## src/design/spsm_pkg.sv

```systemverilog
// Serial port package: register map, field layouts, reset values, timing counts
//
// Notes on behaviour
// (RULE1) Mode 3 frames start, nine data bits and stop, paced by the external timer overflow.
// (RULE2) Mode 0 is half-duplex: data moves on the receive pin, the transmit pin carries clock.
// (RULE3) In mode 0 this port is always the clock master; the attached party only follows.
// (RULE4) A mode 0 transfer is exactly eight bits, least significant bit first, both ways.
// (RULE5) In mode 0 a write to the serial buffer starts transmission with no other trigger.
// (RULE6) In mode 0 the transmit-done flag sets at the end of the eighth bit time.
// (RULE7) Mode 0 reception starts only while receive enable is one and receive-done is zero.
// (RULE8) Receive-done sets one cycle after the eighth bit; no new reception until it clears.
// (RULE9) An enabled interrupt is raised whenever transmit-done or receive-done is set.
// (RULE10) The mode 0 shift clock runs at the system clock divided by twelve.
// (RULE11) In mode 0 the receive pin is an open-drain driver, needing an external pull-up.
// (RULE12) In nine-bit modes the ninth bit is one for an address byte, zero for data.
// (RULE13) With the address filter set, receive-done sets only when the ninth bit is one.
// (RULE14) With the address filter clear, every received byte sets receive-done.
// (RULE15) Mode 2 frames nine data bits with start and stop at system clock over 32 or 64.
// (RULE16) Four modes, one synchronous and three asynchronous, chosen in serial control.
// (RULE17) The received ninth bit is captured in a status bit as receive-done sets.
package spsm_pkg;

  // Register byte offsets
  localparam logic [3:0] SPSM_OFS_CTRL = 4'h0;
  localparam logic [3:0] SPSM_OFS_DATA = 4'h4;
  localparam logic [3:0] SPSM_OFS_STAT = 4'h8;
  localparam logic [3:0] SPSM_OFS_MASK = 4'hc;

  // Status and mask bit positions
  localparam int SPSM_BIT_RXD   = 0;
  localparam int SPSM_BIT_TXD   = 1;
  localparam int SPSM_BIT_NINTH = 2;
  localparam int SPSM_BIT_BUSY  = 3;

  // Operating modes
  localparam logic [1:0] SPSM_MODE_SYNC = 2'h0;
  localparam logic [1:0] SPSM_MODE_A8   = 2'h1;
  localparam logic [1:0] SPSM_MODE_A9F  = 2'h2;
  localparam logic [1:0] SPSM_MODE_A9T  = 2'h3;

  // Mode 0: twelve clocks per bit, clock low for the first half
  localparam logic [3:0] SPSM_M0_LAST = 4'hb;
  localparam logic [3:0] SPSM_M0_HIGH = 4'h6;
  // Async: sixteen ticks per bit, sampled mid-bit
  localparam logic [3:0] SPSM_OVS_LAST = 4'hf;
  localparam logic [3:0] SPSM_OVS_MID  = 4'h7;
  // Mode 2 tick prescale: 2 clocks (over 32) or 4 clocks (over 64)
  localparam logic [1:0] SPSM_PRE_FAST = 2'h1;
  localparam logic [1:0] SPSM_PRE_SLOW = 2'h3;
  // Last bit index: mode 0, ten-bit and eleven-bit frames
  localparam logic [3:0] SPSM_LAST_M0  = 4'h7;
  localparam logic [3:0] SPSM_LAST_A8  = 4'h9;
  localparam logic [3:0] SPSM_LAST_A9  = 4'ha;

  // Serial control register layout
  typedef struct packed {
    logic       baud_dbl;
    logic [1:0] mode;
    logic       addr_filter_bit;
    logic       rx_en;
    logic       tx_ninth;
  } spsm_ctrl_t;

  localparam spsm_ctrl_t SPSM_CTRL_RST = '{1'b0, 2'h0, 1'b0, 1'b0, 1'b0};
  localparam logic [1:0] SPSM_FLAG_RST = 2'h0;
  localparam logic [1:0] SPSM_MASK_RST = 2'h0;

endpackage : spsm_pkg

```

## src/design/spsm_serial_port.sv

```systemverilog
// Serial port with synchronous shift mode and nine-bit address filter, AHB-Lite slave
//
// Implementation choices: the register addresses and the AHB-Lite slave port.
`timescale 1ns/10ps
`default_nettype none

module spsm_serial_port
  import spsm_pkg::*;
(
  input  wire logic        mclk,
  input  wire logic        rst_n,
  input  wire logic        hsel,
  input  wire logic [31:0] haddr,
  input  wire logic [1:0]  htrans,
  input  wire logic        hwrite,
  input  wire logic [2:0]  hsize,
  input  wire logic [31:0] hwdata,
  input  wire logic        hready,
  output logic      [31:0] hrdata,
  output logic             hreadyout,
  output logic             hresp,
  input  wire logic        timer_ovf,
  output logic             txd,
  input  wire logic        rxd_i,
  output logic             rxd_o,
  output logic             rxd_oe_n,
  output logic             irq
);

  typedef enum logic [2:0] {
    A_IDLE = 3'b001,
    A_RUN  = 3'b010,
    A_FIN  = 3'b100
  } spsm_ast_t;

  typedef enum logic [1:0] {
    B_IDLE = 2'b01,
    B_RUN  = 2'b10
  } spsm_bst_t;

  // Bus state
  logic        wr_r, wr_nxt;
  logic [3:0]  wa_r, wa_nxt;
  logic [31:0] rd_r, rd_nxt;
  logic        acc;
  // Software-visible state
  spsm_ctrl_t  ctrl_r, ctrl_nxt;
  logic [1:0]  flag_r, flag_nxt;
  logic [1:0]  mask_r, mask_nxt;
  logic [7:0]  rbuf_r, rbuf_nxt;
  logic        ninth_r, ninth_nxt;
  // Transmit / mode 0 engine
  spsm_ast_t   a_st_r, a_st_nxt;
  logic        a_rx_r, a_rx_nxt;
  logic [10:0] a_sh_r, a_sh_nxt;
  logic [3:0]  a_bit_r, a_bit_nxt;
  logic [3:0]  a_div_r, a_div_nxt;
  // Async receive engine
  spsm_bst_t   b_st_r, b_st_nxt;
  logic [8:0]  b_sh_r, b_sh_nxt;
  logic [3:0]  b_bit_r, b_bit_nxt;
  logic [3:0]  b_div_r, b_div_nxt;
  // Mode 2 prescaler
  logic [1:0]  pre_r, pre_nxt;
  // Cross-group strobes
  logic        mode0, tick, tx_go, set_tx, set_rx_a, set_rx_b;
  logic        b_ninth, a_step;
  logic [7:0]  b_data;
  logic [3:0]  a_last_div, a_last_bit, b_last_bit;

  assign mode0      = (ctrl_r.mode == SPSM_MODE_SYNC);
  assign acc        = hsel & htrans[1] & hready;
  assign tx_go      = wr_r & (wa_r == SPSM_OFS_DATA);
  assign hreadyout  = 1'b1; // Zero wait states, always OKAY
  assign hresp      = 1'b0;
  assign hrdata     = rd_r;

  // Bus slave: read data built in the address phase, writes land in the data phase
  always_comb begin
    wr_nxt = acc & hwrite;
    wa_nxt = acc ? haddr[3:0] : wa_r;
    rd_nxt = rd_r;
    if (acc & ~hwrite) begin
      if (haddr[3:0] == SPSM_OFS_CTRL) begin
        rd_nxt = {26'h0, ctrl_r};
      end else if (haddr[3:0] == SPSM_OFS_DATA) begin
        rd_nxt = {24'h0, rbuf_r};
      end else if (haddr[3:0] == SPSM_OFS_STAT) begin
        rd_nxt = {28'h0, a_st_r != A_IDLE, ninth_r, flag_r};
      end else if (haddr[3:0] == SPSM_OFS_MASK) begin
        rd_nxt = {30'h0, mask_r};
      end else begin
        rd_nxt = 32'h0; // Unmapped reads as zero
      end
    end
  end

  always_ff @(posedge mclk or negedge rst_n) begin
    if (!rst_n) begin
      wr_r <= 1'b0;
      wa_r <= 4'h0;
      rd_r <= 32'h0;
    end else begin
      wr_r <= wr_nxt;
      wa_r <= wa_nxt;
      rd_r <= rd_nxt;
    end
  end

  // Control, mask, sticky flags and receive buffer
  always_comb begin
    ctrl_nxt  = ctrl_r;
    mask_nxt  = mask_r;
    rbuf_nxt  = rbuf_r;
    ninth_nxt = ninth_r;
    flag_nxt  = flag_r;
    if (wr_r && wa_r == SPSM_OFS_CTRL) begin
      ctrl_nxt = hwdata[5:0]; // Mode select [RULE16]
    end
    if (wr_r && wa_r == SPSM_OFS_MASK) begin
      mask_nxt = hwdata[1:0];
    end
    if (wr_r && wa_r == SPSM_OFS_STAT) begin
      flag_nxt = flag_r & ~hwdata[1:0]; // Write one to clear
    end
    // Set wins over a clear in the same cycle [RULE9]
    if (set_tx) begin
      flag_nxt[SPSM_BIT_TXD] = 1'b1; // [RULE6]
    end
    if (set_rx_a) begin
      flag_nxt[SPSM_BIT_RXD] = 1'b1; // [RULE8]
      rbuf_nxt = a_sh_r[7:0];
    end
    if (set_rx_b) begin
      flag_nxt[SPSM_BIT_RXD] = 1'b1;
      rbuf_nxt  = b_data;
      ninth_nxt = b_ninth; // Captured with the flag edge [RULE17]
    end
  end

  always_ff @(posedge mclk or negedge rst_n) begin
    if (!rst_n) begin
      ctrl_r  <= SPSM_CTRL_RST;
      mask_r  <= SPSM_MASK_RST;
      flag_r  <= SPSM_FLAG_RST;
      rbuf_r  <= 8'h0;
      ninth_r <= 1'b0;
    end else begin
      ctrl_r  <= ctrl_nxt;
      mask_r  <= mask_nxt;
      flag_r  <= flag_nxt;
      rbuf_r  <= rbuf_nxt;
      ninth_r <= ninth_nxt;
    end
  end

  // Level interrupt from unmasked sticky flags
  assign irq = |(flag_r & mask_r); // [RULE9]

  // Oversample tick: mode 2 from the prescaler, modes 1 and 3 from timer overflow
  always_comb begin
    pre_nxt = 2'h0;
    tick    = timer_ovf; // [RULE1]
    if (ctrl_r.mode == SPSM_MODE_A9F) begin
      tick    = (pre_r == (ctrl_r.baud_dbl ? SPSM_PRE_FAST : SPSM_PRE_SLOW)); // [RULE15]
      pre_nxt = tick ? 2'h0 : pre_r + 2'h1;
    end
  end

  always_ff @(posedge mclk or negedge rst_n) begin
    if (!rst_n) begin
      pre_r <= 2'h0;
    end else begin
      pre_r <= pre_nxt;
    end
  end

  // Engine A limits: mode 0 steps every clock, async steps on ticks
  assign a_step     = mode0 | tick;
  assign a_last_div = mode0 ? SPSM_M0_LAST : SPSM_OVS_LAST; // [RULE10]
  assign a_last_bit = mode0 ? SPSM_LAST_M0 :
                      (ctrl_r.mode == SPSM_MODE_A8) ? SPSM_LAST_A8 : SPSM_LAST_A9;

  // Engine A: all transmission, plus mode 0 reception
  always_comb begin
    a_st_nxt  = a_st_r;
    a_rx_nxt  = a_rx_r;
    a_sh_nxt  = a_sh_r;
    a_bit_nxt = a_bit_r;
    a_div_nxt = a_div_r;
    set_tx    = 1'b0;
    set_rx_a  = 1'b0;
    case (a_st_r)
      A_IDLE: begin
        a_div_nxt = 4'h0;
        a_bit_nxt = 4'h0;
        if (tx_go) begin
          // Buffer write alone starts sending [RULE5]
          a_rx_nxt = 1'b0;
          a_st_nxt = A_RUN;
          if (mode0) begin
            a_sh_nxt = {3'b111, hwdata[7:0]};
          end else begin
            // Ninth bit marks address or data; ten-bit frames send stop [RULE12]
            a_sh_nxt = {1'b1, (ctrl_r.mode == SPSM_MODE_A8) | ctrl_r.tx_ninth,
                        hwdata[7:0], 1'b0};
          end
        end else if (mode0 && ctrl_r.rx_en && !flag_r[SPSM_BIT_RXD]) begin
          a_rx_nxt = 1'b1; // [RULE7]
          a_sh_nxt = 11'h0;
          a_st_nxt = A_RUN;
        end
      end
      A_RUN: begin
        if (a_step) begin
          a_div_nxt = a_div_r + 4'h1;
          // Sample on the rising shift clock edge, LSB arrives first [RULE4]
          if (a_rx_r && a_div_r == SPSM_M0_HIGH) begin
            a_sh_nxt = {3'b000, rxd_i, a_sh_r[7:1]};
          end
          if (a_div_r == a_last_div) begin
            a_div_nxt = 4'h0;
            a_bit_nxt = a_bit_r + 4'h1;
            if (!a_rx_r) begin
              a_sh_nxt = {1'b1, a_sh_r[10:1]};
            end
            if (a_bit_r == a_last_bit) begin
              set_tx   = ~a_rx_r; // End of the last bit time [RULE6]
              a_st_nxt = a_rx_r ? A_FIN : A_IDLE;
            end
          end
        end
      end
      A_FIN: begin
        set_rx_a = 1'b1; // One cycle after the eighth bit [RULE8]
        a_st_nxt = A_IDLE;
      end
      default: begin
        a_st_nxt = A_IDLE;
      end
    endcase
  end

  always_ff @(posedge mclk or negedge rst_n) begin
    if (!rst_n) begin
      a_st_r  <= A_IDLE;
      a_rx_r  <= 1'b0;
      a_sh_r  <= 11'h7ff;
      a_bit_r <= 4'h0;
      a_div_r <= 4'h0;
    end else begin
      a_st_r  <= a_st_nxt;
      a_rx_r  <= a_rx_nxt;
      a_sh_r  <= a_sh_nxt;
      a_bit_r <= a_bit_nxt;
      a_div_r <= a_div_nxt;
    end
  end

  // Pins: mode 0 drives clock on txd and data open-drain on the receive pin
  always_comb begin
    txd      = 1'b1;
    rxd_oe_n = 1'b1;
    if (a_st_r == A_RUN) begin
      if (mode0) begin
        txd      = (a_div_r >= SPSM_M0_HIGH); // Master shift clock [RULE2] [RULE3]
        rxd_oe_n = a_rx_r | a_sh_r[0]; // Pull low only [RULE11]
      end else if (!a_rx_r) begin
        txd = a_sh_r[0];
      end
    end
  end
  assign rxd_o = 1'b0;

  // Engine B frame length and delivered fields
  assign b_last_bit = (ctrl_r.mode == SPSM_MODE_A8) ? SPSM_LAST_A8 : SPSM_LAST_A9;
  assign b_data     = (ctrl_r.mode == SPSM_MODE_A8) ? b_sh_r[8:1] : b_sh_r[7:0];
  assign b_ninth    = (ctrl_r.mode == SPSM_MODE_A8) ? rxd_i : b_sh_r[8];

  // Engine B: async reception with mid-bit sampling and address filter
  always_comb begin
    b_st_nxt  = b_st_r;
    b_sh_nxt  = b_sh_r;
    b_bit_nxt = b_bit_r;
    b_div_nxt = b_div_r;
    set_rx_b  = 1'b0;
    case (b_st_r)
      B_IDLE: begin
        b_div_nxt = 4'h0;
        b_bit_nxt = 4'h0;
        if (!mode0 && ctrl_r.rx_en && tick && !rxd_i) begin
          b_st_nxt = B_RUN;
        end
      end
      B_RUN: begin
        if (tick) begin
          b_div_nxt = b_div_r + 4'h1;
          if (b_div_r == SPSM_OVS_MID) begin
            b_bit_nxt = b_bit_r + 4'h1;
            if (b_bit_r == 4'h0) begin
              // A start glitch that is high mid-bit is dropped
              b_st_nxt = rxd_i ? B_IDLE : B_RUN;
            end else if (b_bit_r == b_last_bit) begin
              // Stop sample: filter on the ninth bit [RULE13] [RULE14]
              set_rx_b = !flag_r[SPSM_BIT_RXD] &&
                         (!ctrl_r.addr_filter_bit || b_ninth);
              b_st_nxt = B_IDLE;
            end else begin
              b_sh_nxt = {rxd_i, b_sh_r[8:1]};
            end
          end
        end
      end
      default: begin
        b_st_nxt = B_IDLE;
      end
    endcase
  end

  always_ff @(posedge mclk or negedge rst_n) begin
    if (!rst_n) begin
      b_st_r  <= B_IDLE;
      b_sh_r  <= 9'h0;
      b_bit_r <= 4'h0;
      b_div_r <= 4'h0;
    end else begin
      b_st_r  <= b_st_nxt;
      b_sh_r  <= b_sh_nxt;
      b_bit_r <= b_bit_nxt;
      b_div_r <= b_div_nxt;
    end
  end

endmodule : spsm_serial_port

`default_nettype wire

```

## config.mk

```make
export PLATFORM = sky130hd
export DESIGN_NAME = spsm_serial_port
export DESIGN_NICKNAME = d
export VERILOG_FILES = /design/src/design/spsm_pkg.sv /design/src/design/spsm_serial_port.sv
export SDC_FILE = /design/constraint.sdc
export NUM_CORES = 1
export LEC_CHECK = 0
export BUFFER_PORTS_ARGS = -buffer_cell sky130_fd_sc_hd__buf_2
export CAP_MARGIN = 20
export CORE_MARGIN = 2
export CORE_UTILIZATION = 54
export DETAILED_ROUTE_END_ITERATION = 10
export GPL_ROUTABILITY_DRIVEN = 1
export HOLD_SLACK_MARGIN = 0.02
export PLACE_DENSITY_LB_ADDON = 0.15
export SYNTH_ARGS = -nofsm -noshare
export SYNTH_HDL_FRONTEND = slang
export SYNTH_SLANG_ARGS = --single-unit
```

## constraint.sdc

```tcl
create_clock -name mclk -period 2.94 [get_ports mclk]
set_input_delay 0.588 -clock mclk [delete_from_list [all_inputs] [get_ports mclk]]
set_output_delay 0.588 -clock mclk [all_outputs]
set_load 0.02 [all_outputs]
```

Word-level counts from Yosys, hierarchy flattened:

Cells that the tools add are included.

* multiplexer cells: 69
* order comparisons: 1
* equality and inequality tests: 28
* bitwise logic cells: 15
* add/subtract/negate cells: 5
* reduce and logical (&&, ||, !) cells: 35

Operators with widths (count)
* 2-to-1 mux 11 bit: 6
* 2-to-1 mux 4 bit: 9
* 2-to-1 mux 32 bit: 1
* 2-to-1 mux 8 bit: 4
* case mux 4 bit (2 select lines): 4
* 2-to-1 mux 2 bit: 12
* 2-to-1 mux 1 bit: 22
* case mux 11 bit (2 select lines): 1
* 2-to-1 mux 3 bit: 7
* adder 4 x 1 -> 4 bit (second input constant): 4
* == test 4 x 3 -> 1 bit (second input constant): 4
* == test 4 bit (second input constant): 4
* == test 4 bit: 3
* logical NOT 4 bit: 3
* != test 2 bit (second input constant): 6
* logical AND 1 bit: 10
* 2-to-1 mux 10 bit: 1
* nonzero test 2 bit: 5
* AND reduction 3 bit: 3
* AND reduction 4 bit: 2
* != test 3 bit (second input constant): 2
* case mux 3 bit (2 select lines): 1
* AND reduction 2 bit: 3
* bitwise AND 1 bit: 5
* other kinds (20): 31

* input port bits: 76
* register bits: 100
* output and inout port bits: 38
* word-level logic and storage cells: 176

Depth between registers and ports, before layout:

* word-level depth: 10
* depth in mapped cells: 8
* gate-level depth less buffers: 7

Worst setup path before layout:

OpenSTA, ideal clock, no wires.

* path kind: register -> output
* start: register a_st_r[2]
* end: output rxd_oe_n
* required time: 2.352 ns
* stages on the path, launching flop included: 6
* path buffers: 2
* arrival time: 1.655 ns
* slack: 0.697 ns
* path through: dfrtp_1 clkbuf_1 nand2b_4 or2_2 clkbuf_1 or4_1

* cells in the longest elaborated chain, start to end: 2

RTL lines
* from (decl): line spsm_serial_port.sv:53 `spsm_ast_t a_st_r, a_st_nxt;`
* from (signal assigned): line spsm_serial_port.sv:252 `a_st_r <= a_st_nxt;`
* == test 3 x 2 -> 1 bit: line spsm_serial_port.sv:264 `if (a_st_r == A_RUN) begin`
* 2-to-1 mux 1 bit: line spsm_serial_port.sv:264
* to (decl): line spsm_serial_port.sv:26 `output logic rxd_oe_n,`

Every way passes these cells.

Worst setup path after layout:

Ends and elaborated chain as after synthesis.

==> results.toml <==
[die]
initial_core_util_pct = 54.8
floorplan.rows = 33
dieArea_um2 = 8960
floorplan.core_area_um2 = 8090
fp.dieW_um = 94.7
die_height_um = 94.7
top_level_ports = 114

[detailed_routing]
drc_errors = 0
drt-wirelength-per-cell_um = 17.1
num_vias = 3267
first_iter_violations = 165
remaining_antenna_violation_count_after_routing = 0
drt_pass1_iterations = 4
dr_vias_cell = 5.91
finalWirelength_um = 9480

[final_layout]
most-common-layout-cells = "sky130_fd_sc_hd__dfrtp_1, sky130_fd_sc_hd__mux2i_1, sky130_fd_sc_hd__buf_2"
layout_cell_share_with_drive_strength_beyond_1_pct = 22.5
multi_input_comb_area_um2 = 2280
fillerInstances = 710
ff_latch_area_um2 = 1920
final_net_count = 528
layout.cells.most_common = "sky130_fd_sc_hd__dfrtp_1"
fin_cells = 553
diodes = 0
syn_to_final_growth_pct = 7.44

[placed_design]
placement.io_buffers = 30
place_inst = 538
finalWeightedCongestion = 0.904
hpwl_um = 6790

[clock_tree]
tritoncts_clock_tree = "done"
cts_made_buffers = 9
cts-resized-gates = 0
tritoncts_num_sinks = 76
cts_hold_repair_buffers = 0
cts-htree-levels = 3
clock_insertion_delay_worst_skew_ps = 350
buffers_inserted_by_post_cts_timing_repair = 0
clock_path_buffers = 2
clock_edge_transition_at_the_registers_on_the_reported_setup_and_hold_paths_ps = 80
cts_root_buffer = "sky130_fd_sc_hd__clkbuf_8"

[critical_path]
crit_arrival_ps = 2020
criticalPathCategory = "reg -> out"
worst_r2r_startpoint = "ctrl_r[3]$_DFFE_PN0P_"
timing.critical_path.fanout_max = 9
critPathCaptureType = "output port"
cp_data_required_time_ps = 2350
crit_path_launch_type = "register"
timing.critical_path.from = "a_st_r[2]$_DFFE_PN0P_"

[pwr]
irDropWorstVdd_uv = 405
cellLeakagePower_nw = 2.10
pwr_density_cell_nw_per_um2 = 607

[timing]
maxSlewViolCount = 0
slew_headroom_pct = 36.6
hold_violations = 0
final.setup_skew_ps = 11.2
finalCritPeriodShare_pct = 88.9
worstMarginPinSlew_ps = 952
finish_stage_setup_viols = 0
timing.fmax_mhz = 383
grt_setup_unrepaired = "false"
tns_ps = 0
fin_crit_ps = 2610

[min_path]
hold_path_class = "in -> async"

[grt]
wire_length_of_the_first_global_routing_pass_um = 15500
grt.overflow.total = 0
globalRouteTotalUtil_pct = 22.5
vias_in_the_first_global_route = 3102
largest_net_degree_at_the_start_of_global_routing = 77
number_of_antenna_violations_at_the_first_check_in_global_routing = 0

[logic_synthesis]
number_of_warnings_printed_during_yosys_synthesis = 0
yosys_register_bits = 76
synthArstFlopShare_pct = 100
synthDistinctLibCells = 69
fraction_of_the_yosys_area_taken_by_sequential_cells_pct = 43.2
synth_top_flop_cell = "sky130_fd_sc_hd__dfrtp_1"
syn_avg_cell_area_um2 = 10.7
syn_area_um2 = 4440
synthCells = 416
synth_edf_count = 0

[job]
maxCapViolations = 0

[outcome]
status = "completed"
area by class of cell:
type	count	area share, %
clock buffer	10	2.89
clock inverter	5	1.10
inverter	16	1.26
multi-input combinational	306	47.8
sequential	76	40.2
tap	105	2.76
timing repair buffer	35	3.99
through the flow:
step	utilization [%]	cell area (µm²)	hold slack (ps)	total power, mW	setup slack, ps
after floorplan	-	4530	292	1.92	697
after global routing	58.9	4770	467	3.07	267
after CTS	58.9	4770	429	2.91	327
after detailed placement	56.6	4580	461	2.12	582
after global placement	56.6	4580	462	2.10	631
final	58.9	4770	383	2.89	327
state kept, by name, indices dropped and copies added (netlist names), 2 cells and up:
name,count
wa_r,4
a_bit_r,4
rbuf_r,8
a_sh_r,11
a_div_r,4
mask_r,2
b_sh_r,9
ctrl_r,6
flag_r,2
pre_r,2
b_div_r,4
b_bit_r,4
hrdata,8
a_st_r,3
b_st_r,2
synth_stat cells, drive strengths merged (9+ instances only):
cell type,number,area share [%]
a22o,16,3.2
buf,34,5.4
clkbuf,9,0.76
dfrtp,63,36
dfstp,13,7.7
inv,15,1.3
mux2,20,5.2
mux2i,43,9.7
nand2,27,2.3
nand2b,9,1.4
nand3,10,1.2
nor2,18,1.5
o21ai,14,1.6
o2bb2ai,9,1.8
report_power, final:
| group | leakage (nW) | internal (mW) | switching [mW] |
|---|---|---|---|
| Clock | 0.0979 | 0.406 | 0.376 |
| Sequential | 0.940 | 1.17 | 0.148 |
| Combinational | 1.06 | 0.327 | 0.466 |
| Total | 2.10 | 1.90 | 0.990 |
metal layers:
layer | global-route usage (%) | share of wire (%)
met5 | 0 | 0
met4 | 7.61 | 1.5
met1 | 31.5 | 46
met2 | 36.0 | 48
met3 | 3.19 | 4.9
critical path: stages (launching register included):
cell and delay (ps):
sky130_fd_sc_hd__dfrtp_1 470, sky130_fd_sc_hd__nand2b_4 210, sky130_fd_sc_hd__or2_2 340, sky130_fd_sc_hd__or4_1 490, sky130_fd_sc_hd__buf_2 180
path summary, 6_finish.rpt:
kind | cells past startpoint | slack [ps] | endpoint
hold reg to reg | 2 | 470 | hrdata[4]$_DFFE_PN0P_
min in group mclk | 2 | 470 | hrdata[4]$_DFFE_PN0P_
hold / removal | 1 | 380 | a_div_r[0]$_DFFE_PN0P_
setup reg to reg | 6 | 570 | rbuf_r[3]$_DFFE_PN0P_
setup / recovery | 4 | 330 | rxd_oe_n
max in group asynchronous | 1 | 1940 | rbuf_r[7]$_DFFE_PN0P_
cell families after synthesis:
group                      share of synthesized area, %
and+or+nand+nor                                    14.1
AOI/OAI and AO/OA                                  15.8
DFF                                                43.2
muxes                                              15.9
buffers and inverters                              7.56
adders and majority gates                          2.26
xor gates and xnor gates                          0.987
other                                             0.169
Power figures use the tool's default switching activity.
